**src/hdl/irseq_cfg.svh**
```systemverilog
// constants for the infrared secondary link sequencer
`ifndef IRSEQ_CFG_SVH
`define IRSEQ_CFG_SVH
`define IRSEQ_CLK_HZ 40000000
`define IRSEQ_BAUD 9600
`define IRSEQ_BAUD_DIV (`IRSEQ_CLK_HZ / `IRSEQ_BAUD)
`define IRSEQ_IDLE_S 10
`define IRSEQ_IDLE_CYC (`IRSEQ_IDLE_S * `IRSEQ_CLK_HZ)
`define IRSEQ_DISC_CYC 120000000
`define IRSEQ_KEEP_CYC 20000000
`define IRSEQ_SVC_MODEM 8'h01
`define IRSEQ_RATE_9600 8'h02
`define IRSEQ_SLOT0 8'h00
`endif

```
**src/hdl/irseq_pkg.sv**
```systemverilog
// types for the infrared secondary link sequencer
package irseq_pkg;
    typedef enum logic [3:0] {
        IRSEQ_F_NONE = 4'h0,
        IRSEQ_F_XID = 4'h1,
        IRSEQ_F_BCAST_ID = 4'h2,
        IRSEQ_F_SNRM = 4'h3,
        IRSEQ_F_IAS_OPEN = 4'h4,
        IRSEQ_F_IAS_QUERY = 4'h5,
        IRSEQ_F_DATA_OPEN = 4'h6,
        IRSEQ_F_DATA = 4'h7,
        IRSEQ_F_DISC = 4'h8
    } irseq_frame_e;
    typedef enum logic [3:0] {
        IRSEQ_R_NONE = 4'h0,
        IRSEQ_R_XID = 4'h1,
        IRSEQ_R_UA = 4'h2,
        IRSEQ_R_IAS_CONF = 4'h3,
        IRSEQ_R_IAS_ANS = 4'h4,
        IRSEQ_R_DATA_CONF = 4'h5,
        IRSEQ_R_RR = 4'h6,
        IRSEQ_R_RNR = 4'h7,
        IRSEQ_R_DATA = 4'h8,
        IRSEQ_R_CLOSE_CONF = 4'h9
    } irseq_resp_e;
    typedef enum logic [2:0] {
        IRSEQ_S_NDM = 3'b000,
        IRSEQ_S_CLAIMED = 3'b001,
        IRSEQ_S_DISCOVERY = 3'b010,
        IRSEQ_S_IAS = 3'b011,
        IRSEQ_S_CONNECTED = 3'b100
    } irseq_state_e;
endpackage

```
**src/hdl/irseq_sequencer.sv**
```systemverilog
// connection-state sequencer for an infrared secondary station
`timescale 1ns/10ps
`include "irseq_cfg.svh"
module irseq_sequencer #(
    parameter logic [31:0] IDLE_CYC = `IRSEQ_IDLE_CYC,
    parameter logic [31:0] DISC_CYC = `IRSEQ_DISC_CYC,
    parameter logic [31:0] KEEP_CYC = `IRSEQ_KEEP_CYC
) (
    input wire logic mclk_i,
    input wire logic resetn_i,
    input wire logic frame_valid_i,
    input wire irseq_pkg::irseq_frame_e frame_kind_i,
    input wire logic [7:0] frame_slot_i,
    input wire logic frame_crc_ok_i,
    input wire logic host_buf_full_i,
    input wire logic host_data_pending_i,
    input wire logic resp_ready_i,
    output logic resp_valid_o,
    output irseq_pkg::irseq_resp_e resp_kind_o,
    output logic [7:0] resp_param_o,
    output logic rx_deliver_o,
    output logic bit_tick_o,
    output logic cts_n_o,
    output logic dsr_n_o,
    output logic ir_activity_indicator_o,
    output irseq_pkg::irseq_state_e state_o
);
    import irseq_pkg::*;

    // ----------------------------------------
    // state and counters
    // ----------------------------------------
    irseq_state_e state_q, state_d;
    logic resp_valid_q, resp_valid_d;
    irseq_resp_e resp_kind_q, resp_kind_d;
    logic [7:0] resp_param_q, resp_param_d;
    logic rx_deliver_q;
    logic [31:0] idle_cnt_q;
    logic [31:0] disc_cnt_q;
    logic [31:0] keep_cnt_q;
    logic [15:0] baud_cnt_q;
    logic act_q;

    // ----------------------------------------
    // decode
    // ----------------------------------------
    wire logic take = frame_valid_i & ~resp_valid_q;
    wire logic is_xid = take & (frame_kind_i == IRSEQ_F_XID);
    wire logic connected = (state_q == IRSEQ_S_CONNECTED);
    wire logic disc_expired = (disc_cnt_q >= DISC_CYC - 32'h1);
    wire logic keep_due = (keep_cnt_q >= KEEP_CYC - 32'h1);
    wire logic idle_expired = (idle_cnt_q >= IDLE_CYC - 32'h1);
    wire logic baud_wrap =
        (baud_cnt_q == 16'(`IRSEQ_BAUD_DIV - 1));
    wire logic data_good = take & connected
        & (frame_kind_i == IRSEQ_F_DATA) & frame_crc_ok_i;

    assign resp_valid_o = resp_valid_q;
    assign resp_kind_o = resp_kind_q;
    assign resp_param_o = resp_param_q;
    assign rx_deliver_o = rx_deliver_q;
    assign bit_tick_o = baud_wrap;
    assign state_o = state_q;
    assign ir_activity_indicator_o = act_q;
    assign cts_n_o = ~connected | host_buf_full_i;
    assign dsr_n_o = ~connected;

    // ----------------------------------------
    // next state and response
    // ----------------------------------------
    always_comb
    begin
        state_d = state_q;
        resp_valid_d = resp_valid_q & ~resp_ready_i;
        resp_kind_d = resp_kind_q;
        resp_param_d = resp_param_q;
        if (take)
        begin
            case (state_q)
                IRSEQ_S_NDM:
                begin
                    if (is_xid && frame_slot_i == `IRSEQ_SLOT0)
                    begin
                        resp_valid_d = 1'b1;
                        resp_kind_d = IRSEQ_R_XID;
                        resp_param_d = `IRSEQ_SVC_MODEM;
                        state_d = IRSEQ_S_CLAIMED;
                    end
                end
                IRSEQ_S_CLAIMED:
                begin
                    // silent to later slots and broadcast
                    if (frame_kind_i == IRSEQ_F_BCAST_ID)
                        state_d = IRSEQ_S_DISCOVERY;
                end
                IRSEQ_S_DISCOVERY, IRSEQ_S_IAS:
                begin
                    if (frame_kind_i == IRSEQ_F_SNRM)
                    begin
                        resp_valid_d = 1'b1;
                        resp_kind_d = IRSEQ_R_UA;
                        resp_param_d = `IRSEQ_RATE_9600;
                    end
                    else if (frame_kind_i == IRSEQ_F_IAS_OPEN)
                    begin
                        resp_valid_d = 1'b1;
                        resp_kind_d = IRSEQ_R_IAS_CONF;
                        state_d = IRSEQ_S_IAS;
                    end
                    else if (frame_kind_i == IRSEQ_F_IAS_QUERY)
                    begin
                        resp_valid_d = 1'b1;
                        resp_kind_d = IRSEQ_R_IAS_ANS;
                        resp_param_d = `IRSEQ_SVC_MODEM;
                    end
                    else if (frame_kind_i == IRSEQ_F_DATA_OPEN)
                    begin
                        resp_valid_d = 1'b1;
                        resp_kind_d = IRSEQ_R_DATA_CONF;
                        state_d = IRSEQ_S_CONNECTED;
                    end
                    else if (frame_kind_i == IRSEQ_F_DISC)
                    begin
                        resp_valid_d = 1'b1;
                        resp_kind_d = IRSEQ_R_CLOSE_CONF;
                        state_d = IRSEQ_S_NDM;
                    end
                end
                IRSEQ_S_CONNECTED:
                begin
                    if (frame_kind_i == IRSEQ_F_DISC)
                    begin
                        resp_valid_d = 1'b1;
                        resp_kind_d = IRSEQ_R_CLOSE_CONF;
                        state_d = IRSEQ_S_NDM;
                    end
                    else if (frame_kind_i == IRSEQ_F_DATA)
                    begin
                        resp_valid_d = 1'b1;
                        resp_kind_d = host_buf_full_i ? IRSEQ_R_RNR
                            : IRSEQ_R_RR;
                        resp_param_d = {7'h00, frame_crc_ok_i};
                    end
                end
                default:
                    state_d = IRSEQ_S_NDM;
            endcase
        end
        else if (connected && keep_due && !resp_valid_q)
        begin
            resp_valid_d = 1'b1;
            resp_kind_d = host_data_pending_i ? IRSEQ_R_DATA
                : IRSEQ_R_RR;
            resp_param_d = 8'h00;
        end
        if (state_q != IRSEQ_S_NDM && disc_expired && !take)
            state_d = IRSEQ_S_NDM;
    end

    // ----------------------------------------
    // registers
    // ----------------------------------------
    always_ff @(posedge mclk_i or negedge resetn_i)
    begin
        if (!resetn_i)
        begin
            state_q <= IRSEQ_S_NDM;
            resp_valid_q <= 1'b0;
            resp_kind_q <= IRSEQ_R_NONE;
            resp_param_q <= 8'h00;
            rx_deliver_q <= 1'b0;
        end
        else
        begin
            state_q <= state_d;
            resp_valid_q <= resp_valid_d;
            resp_kind_q <= resp_kind_d;
            resp_param_q <= resp_param_d;
            rx_deliver_q <= data_good;
        end
    end

    always_ff @(posedge mclk_i or negedge resetn_i)
    begin
        if (!resetn_i)
            baud_cnt_q <= 16'h0000;
        else if (baud_wrap)
            baud_cnt_q <= 16'h0000;
        else
            baud_cnt_q <= baud_cnt_q + 16'h0001;
    end

    // frame silence timers
    always_ff @(posedge mclk_i or negedge resetn_i)
    begin
        if (!resetn_i)
        begin
            idle_cnt_q <= 32'h0;
            disc_cnt_q <= 32'h0;
            keep_cnt_q <= 32'h0;
        end
        else
        begin
            idle_cnt_q <= frame_valid_i ? 32'h0
                : (idle_expired ? idle_cnt_q : idle_cnt_q + 32'h1);
            disc_cnt_q <= (frame_valid_i || state_q == IRSEQ_S_NDM)
                ? 32'h0
                : (disc_expired ? disc_cnt_q : disc_cnt_q + 32'h1);
            keep_cnt_q <= (!connected || take || resp_valid_q) ? 32'h0
                : (keep_due ? keep_cnt_q : keep_cnt_q + 32'h1);
        end
    end

    // activity indicator
    always_ff @(posedge mclk_i or negedge resetn_i)
    begin
        if (!resetn_i)
            act_q <= 1'b0;
        else if (frame_valid_i && frame_kind_i == IRSEQ_F_XID)
            act_q <= 1'b1;
        else if (idle_expired)
            act_q <= 1'b0;
    end
endmodule

```
**config.mk**
```make
export PLATFORM = sky130hd
export DESIGN_NAME = irseq_sequencer
export DESIGN_NICKNAME = d
export VERILOG_FILES = /design/src/hdl/irseq_pkg.sv /design/src/hdl/irseq_sequencer.sv
export VERILOG_INCLUDE_DIRS = /design/src /design/src/hdl
export SDC_FILE = /design/constraint.sdc
export NUM_CORES = 1
export LEC_CHECK = 0
export BUFFER_PORTS_ARGS = -buffer_cell sky130_fd_sc_hd__buf_4
export CAP_MARGIN = 20
export CORE_AREA = 2 2 111 113
export CTS_CLUSTER_SIZE = 28
export DETAILED_ROUTE_END_ITERATION = 7
export DIE_AREA = 0 0 113 115
export PLACE_DENSITY_LB_ADDON = 0.08
export SLEW_MARGIN = 20
export SYNTH_ARGS = -nofsm -noshare
export SYNTH_HDL_FRONTEND = slang
export SYNTH_SLANG_ARGS = --single-unit
```
**constraint.sdc**
```tcl
create_clock -name mclk_i -period 2.5 [get_ports mclk_i]
set_input_delay 0.5 -clock mclk_i [delete_from_list [all_inputs] [get_ports mclk_i]]
set_output_delay 0.5 -clock mclk_i [all_outputs]
set_load 0.05 [all_outputs]
```
==> qor.csv, run 1 <==
metric,value,unit
status,"complete, but fails checks",
violations,design-rule violations,
core,11800,um^2
crit_type,flop to flop,
ios,40,
grt_pass1_vias,5277,
dpl.hpwl,10100,um
power.switching,1.38,mW
drc,3,
p_sw_frac,0.276,
drt_iter0_drc,379,
die_w,113,um
via_per_inst,5.87,
tightest_slew,0.674,ns
tns,0,ns
skew,0.00788,ns
htreeDepth,4,
cts_setup_buffers,0,
syn_area,6680,um^2
vdd_drop_max,0.000466,V
crit_path_end_kind,flop,
antenna_cells,0,
hold_violations,0,
rsz0062_at_grt,true,
whs,0.0295,ns
yosys_warnings,0,
grt_max_degree,50,
synth_common_cells,"124 x dfrtp_1, 104 x nor2_1, 51 x nand2_1",
areaGrowthSynthToFinish,14.9,%
routed_wl,14500,um
io_buffers,33,
powerDensity,652,nW/um^2
internal-power,3.63,mW
critical_path_arrival,2.66,ns
nets,789,
power.total,5.00,mW
initial_core_util,0.566,
synth.area.top_cells,"dfrtp_1 46%, nor2_1 5.8%, xor2_1 5.8%",
setup_viol,0,
grt_pass1_wl,24700,um
seq_power_share,0.436,
crit_fanout,5,
cts_tree,yes,
synth_edf_count,0,
r2r_slack,0.14,ns
cts_buffer_depth,2,
grt_overflow,0,
gp_congestion,0.874,
synth-seq-cells,124,
yosysMostFrequentCell,dfrtp_1,
avgSynthCellArea,9.28,um^2
antenna_found_initial,0,
post-route-period-util,0.945,
cap_viol_max_count,0,
max_freq,423,MHz
fin_crit,2.36,ns
clkLatencyLatePin,0.42,ns
synth-seq-area-share,0.464,
drive_above_1_share,0.132,
p_leak,3.28,nW
clk_pin_slew,0.05,ns
cts_buffers,17,
comb_power_share,0.140,
min_path_type,input pin to asynchronous set/reset pin,
multi_input_area,3420,um^2
r2r-start,keep_cnt_q[18],
root_buffer,clkbuf_16,
cts_num_sinks,124,
dieArea,13000,um^2
final_antenna_net_count,0,
r2r_end,resp_kind_o[1],
ys_async_sr_fraction,1.00,
synth_flop_cell,dfrtp_1,
startpoint_type,flop,
dp_slack,0.146,ns
rows,40,
yosysTopAreaCell,dfrtp_1,
syn_inst,720,
relSlewSlack,0.548,
fill_cells,959,
grt_usage,0.237,
synth.distinct_cells,66,
synth_top_area_share,0.464,
setup_slack,0.137,ns
clock_power_share,0.424,
wire_per_inst,15.8,um
cp_data_required_time,2.80,ns
slew_viol_final,0,
die_h,115,um
register_area,3100,um^2
vias,5406,
reg2reg_depth,6,
first_pass_iters,7,
==> critical path, stage by stage, from the launching register on <==
cell	delay (ns)
dfrtp_1	0.41
or3_1	0.41
nor4_1	0.47
nand3_1	0.25
a21oi_1	0.24
o211ai_2	0.15
mux2_2	0.30
==> stage by stage <==
stage / instance area, um^2 / utilization / cells
3_3_place_gp: 7160 / 0.606 / 893
6_report: 7680 / 0.650 / 921
3_5_place_dp: 7160 / 0.606 / 893
2_1_floorplan: 6700 / - / 725
4_1_cts: 7660 / 0.648 / 921
5_1_grt: 7680 / 0.650 / 921
==> cells in the final DEF, fill, tap and decap left out, types with 4 or more instances in the layout <==
| cell | n |
|---|---|
| nor2_1 | 104 |
| nand4_1 | 32 |
| xor2_1 | 44 |
| nand2_1 | 51 |
| buf_4 | 52 |
| clkbuf_1 | 5 |
| clkbuf_16 | 17 |
| nor4b_1 | 6 |
| and4_1 | 7 |
| inv_1 | 10 |
| and3_1 | 19 |
| ha_1 | 5 |
| or4_1 | 5 |
| conb_1 | 6 |
| and2_1 | 17 |
| nand2b_1 | 9 |
| mux2_2 | 4 |
| o21ai_0 | 19 |
| xnor2_1 | 37 |
| o31ai_1 | 4 |
| nand3_1 | 36 |
| nor4_1 | 15 |
| nor3_1 | 25 |
| or3_1 | 16 |
| nor2b_1 | 9 |
| dfrtp_1 | 124 |
| a21oi_1 | 27 |
==> registers in the layout (all words and copies together) (netlist names) <==
name,flops
keep_cnt_q,32
rx_deliver_o,1
ir_activity_indicator_o,1
idle_cnt_q,32
resp_param_o,2
disc_cnt_q,32
resp_valid_o,1
resp_kind_o,4
state_o,3
baud_cnt_q,16
==> logic make-up (layout without fill, tap and decap cells) <==
kind of cell,count (synthesis),in the layout,synth area share
multiplexers,4,4,0.00674
XOR/XNOR,81,81,0.106
AND/OR/NAND/NOR,374,374,0.299
buffers and inverters,44,93,0.0298
flip-flops,124,124,0.464
adder cells (fa/ha/maj),5,5,0.00936
AO/OA/AOI/OAI,87,87,0.0844
other,1,6,0.000561
==> worst max path at each step <==
stage	slack (ns)	from	to
finish	0.14	keep_cnt_q[18]	resp_kind_o[1]
global route	-0.01	disc_cnt_q[22]	disc_cnt_q[0]
CTS	0.12	disc_cnt_q[14]	disc_cnt_q[8]
detailed placement	0.15	disc_cnt_q[14]	disc_cnt_q[7]
global placement	0.16	frame_kind_i[2]	resp_kind_o[3]
floorplan	0.03	state_o[1]	resp_param_o[0]
==> routing by layer <==
metal,vias up,GRT usage,share of wire
li1,2640,-,-
met1,2629,0.329,0.48
met2,120,0.369,0.47
met3,17,0.0538,0.040
met4,0,0.0870,0.016
met5,-,0,0
==> power by group through the flow <==
stage          clock network [mW]  logic [mW]  registers, mW
2_1_floorplan                   0       0.275           2.38
3_3_place_gp                    0       0.694           2.21
3_5_place_dp                    0       0.700           2.21
4_1_cts                      2.17       0.703           2.18
5_1_grt                      2.26       0.752           2.19
6_report                     2.12       0.701           2.18
==> area by class of cell <==
type,instances,share of cell area
well taps,147,0.0240
clock buffers,25,0.0632
flip-flops and latches,124,0.404
inverters,11,0.00538
clock inverters,3,0.00196
multi-input cells,557,0.445
repair buffers,54,0.0561
==> timing repair <==
action / 4_1_cts / 5_1_grt
hold buffers: 0 / 0
resized for setup: 0 / 4
endpoints found under the setup margin: 0 / 7
Power figures use the tool's default switching activity.
==> inputs of run 2 (changes only) <==
- CELL_PAD_IN_SITES_DETAIL_PLACEMENT: default -> 0
- CELL_PAD_IN_SITES_GLOBAL_PLACEMENT: default -> 2
- CORE_AREA: 2 2 111 113 -> 2 2 134 136
- DIE_AREA: 0 0 113 115 -> 0 0 136 138
==> run 2 against run 1 <==
Effect of this change: the flow now finishes without violations; clock skew grew 0.0032 ns; die area is 44% higher; register-to-register slack gained 0.09 ns; sequential power about the same; largest cell class unchanged.
==> qor.csv, run 2 (same netlist as run 1, synthesis figures left out) <==
metric,value,unit,change
drive_above_1_share,0.143,,was 0.132
top_regs,"disc_cnt_q: 32 flops, idle_cnt_q: 32 flops, keep_cnt_q: 32 flops",,unchanged
grt_use_met3,0.0407,,was 0.0538
relSlewSlack,0.578,,was 0.548
vias,5273,,was 5406
ios,40,,unchanged
tightest_slew,0.618,ns,was 0.674 ns
grtUsageMet1,0.231,,was 0.329
cp_slowest_stage_delay,0.61,ns,was 0.47 ns
nets,793,,was 789
initial_core_util,0.381,,was 0.566
rows,49,,was 40
seq_power_share,0.404,,was 0.436
p_sw_frac,0.270,,was 0.276
clock_power_share,0.464,,was 0.424
setup_viol,0,,unchanged
crit_type,flop to flop,,unchanged
comb_power_share,0.132,,was 0.140
final_antenna_net_count,0,,unchanged
p_leak,3.33,nW,was 3.28 nW
powerDensity,678,nW/um^2,was 652 nW/um^2
cts_buffer_depth,2,,unchanged
root_buffer,clkbuf_16,,unchanged
fin_crit,2.28,ns,was 2.36 ns
htreeDepth,4,,unchanged
cts_num_sinks,124,,unchanged
slew_viol_final,0,,unchanged
antenna_found_initial,0,,unchanged
grt_pass1_wl,25900,um,was 24700 um
wire_per_inst,14.9,um,was 15.8 um
slowest_stage,or4_1,,was nor4_1
min_path_type,input pin to asynchronous set/reset pin,,unchanged
antenna_cells,0,,unchanged
grt_pass1_vias,5302,,was 5277
vdd_drop_max,0.000510,V,was 0.000466 V
layout_common_cells,"124 x dfrtp_1, 104 x nor2_1, 57 x buf_4, 51 x nand2_1, 44 x xor2_1",,"was 124 x dfrtp_1, 104 x nor2_1, 52 x buf_4, 51 x nand2_1, 44 x xor2_1"
post-route-period-util,0.911,,was 0.945
grt_usage,0.171,,was 0.237
routed_wl,15000,um,was 14500 um
cap_viol_max_count,0,,unchanged
cp_data_required_time,2.81,ns,was 2.80 ns
drt_iter0_drc,292,,was 379
clkLatencyLatePin,0.42,ns,about the same
final_common_cell,dfrtp_1,,unchanged
skew,0.0111,ns,was 0.00788 ns
critical_path_arrival,2.58,ns,was 2.66 ns
hold_violations,0,,unchanged
fill_cells,1737,,was 959
grt_max_degree,54,,was 50
crit_fanout,10,,was 5
dieArea,18800,um^2,was 13000 um^2
crit_path_end_kind,flop,,unchanged
drc,0,,was 3
dp_cells,979,,was 893
power.switching,1.44,mW,was 1.38 mW
grt_util_met2,0.268,,was 0.369
crit_chain,or4_1 -> a2111oi_2 -> o21ai_2 -> buf_4 -> nand4_1 -> xor2_1 -> nor2_1,,was or3_1 -> nor4_1 -> nand3_1 -> a21oi_1 -> o211ai_2 -> mux2_2
cts_hold_buf,0,,unchanged
gp_congestion,0.802,,was 0.874
clk_pin_slew,0.06,ns,was 0.05 ns
cts_setup_buffers,0,,unchanged
path_buf_inv,1,,was 0
grt_overflow,0,,unchanged
grt_busiest_layer,met2,,unchanged
core,17500,um^2,was 11800 um^2
die_h,138,um,was 115 um
status,"complete, no violations",,"was complete, but fails checks"
tns,0,ns,unchanged
cp_top_family,simple AND/OR/NAND/NOR gates,,unchanged
r2r_slack,0.22,ns,was 0.14 ns
internal-power,3.89,mW,was 3.63 mW
rsz0062_at_grt,false,,was true
dpl.hpwl,10400,um,was 10100 um
areaGrowthSynthToFinish,17.9,%,was 14.9%
cts_buffers,17,,unchanged
cts_tree,yes,,unchanged
max_freq,439,MHz,was 423 MHz
cts_resized,0,,unchanged
first_pass_iters,4,,was 7
die_w,136,um,was 113 um
final_cells,1011,,was 921
io_buffers,33,,unchanged
startpoint_type,flop,,unchanged
via_per_inst,5.22,,was 5.87
## run 2: cell count changes in the layout (fill, tap and decap cells not counted), sizes merged
| cell | delta |
|---|---|
| clkbuf | -5 |
| clkinvlp | +3 |
| buf | +4 |
| bufinv | +3 |
| clkinv | +3 |
## run 2: cell type report
type,instances,area [um^2],area share
multi-input cells,557,3400,0.432
inverters,11,41.3,0.00524
flip-flops and latches,124,3100,0.394
repair buffers,58,448,0.0569
clock buffers,20,447,0.0567
well taps,229,287,0.0364
clock inverters,12,146,0.0186
## run 2: metrics by stage
step / cell area (um^2) / hold slack [ns] / setup WS [ns] / power (mW) / utilization
final: 7880 / 0.0581 / 0.223 / 5.34 / 0.449
after global routing: 7880 / 0.0827 / 0.0152 / 5.57 / 0.449
after CTS: 7870 / 0.0738 / 0.199 / 5.41 / 0.449
after detailed placement: 7280 / 0.469 / 0.188 / 2.91 / 0.415
after global placement: 7280 / 0.470 / 0.234 / 2.90 / 0.415
after floorplan: 6700 / 0.204 / 0.0280 / 2.65 / -
## run 2: worst paths after layout
| kind | cells after the start | start | end |
|---|---|---|---|
| worst min register to register | 1 | resp_param_o[1] | resp_param_o[1] |
| worst max register to register | 7 | disc_cnt_q[22] | disc_cnt_q[15] |
| min in group mclk_i | 2 | resp_ready_i | resp_valid_o |
| worst max-delay path | 7 | disc_cnt_q[22] | disc_cnt_q[15] |
| worst min-delay path | 1 | resetn_i | resp_valid_o |
| max in group asynchronous | 2 | resetn_i | idle_cnt_q[20] |
## run 2: power by group through the flow
stage | combinational (mW) | sequential [mW] | clock, mW
global placement | 0.713 | 2.19 | 0
detailed placement | 0.715 | 2.19 | 0
floorplan | 0.275 | 2.38 | 0
finish | 0.705 | 2.16 | 2.48
global route | 0.762 | 2.17 | 2.64
CTS | 0.716 | 2.16 | 2.54
## run 2: worst register-to-register path, stage by stage, from the launching register on
cell,delay (ns)
dfrtp_1,0.42
or4_1,0.61
a2111oi_2,0.34
o21ai_2,0.22
buf_4,0.23
nand4_1,0.13
xor2_1,0.18
nor2_1,0.06
## run 2: per-layer routing
layer | share of wire | vias to the layer above
li1 | - | 2650
met1 | 0.48 | 2555
met2 | 0.48 | 54
met3 | 0.023 | 14
met4 | 0.013 | 0
met5 | 0 | -
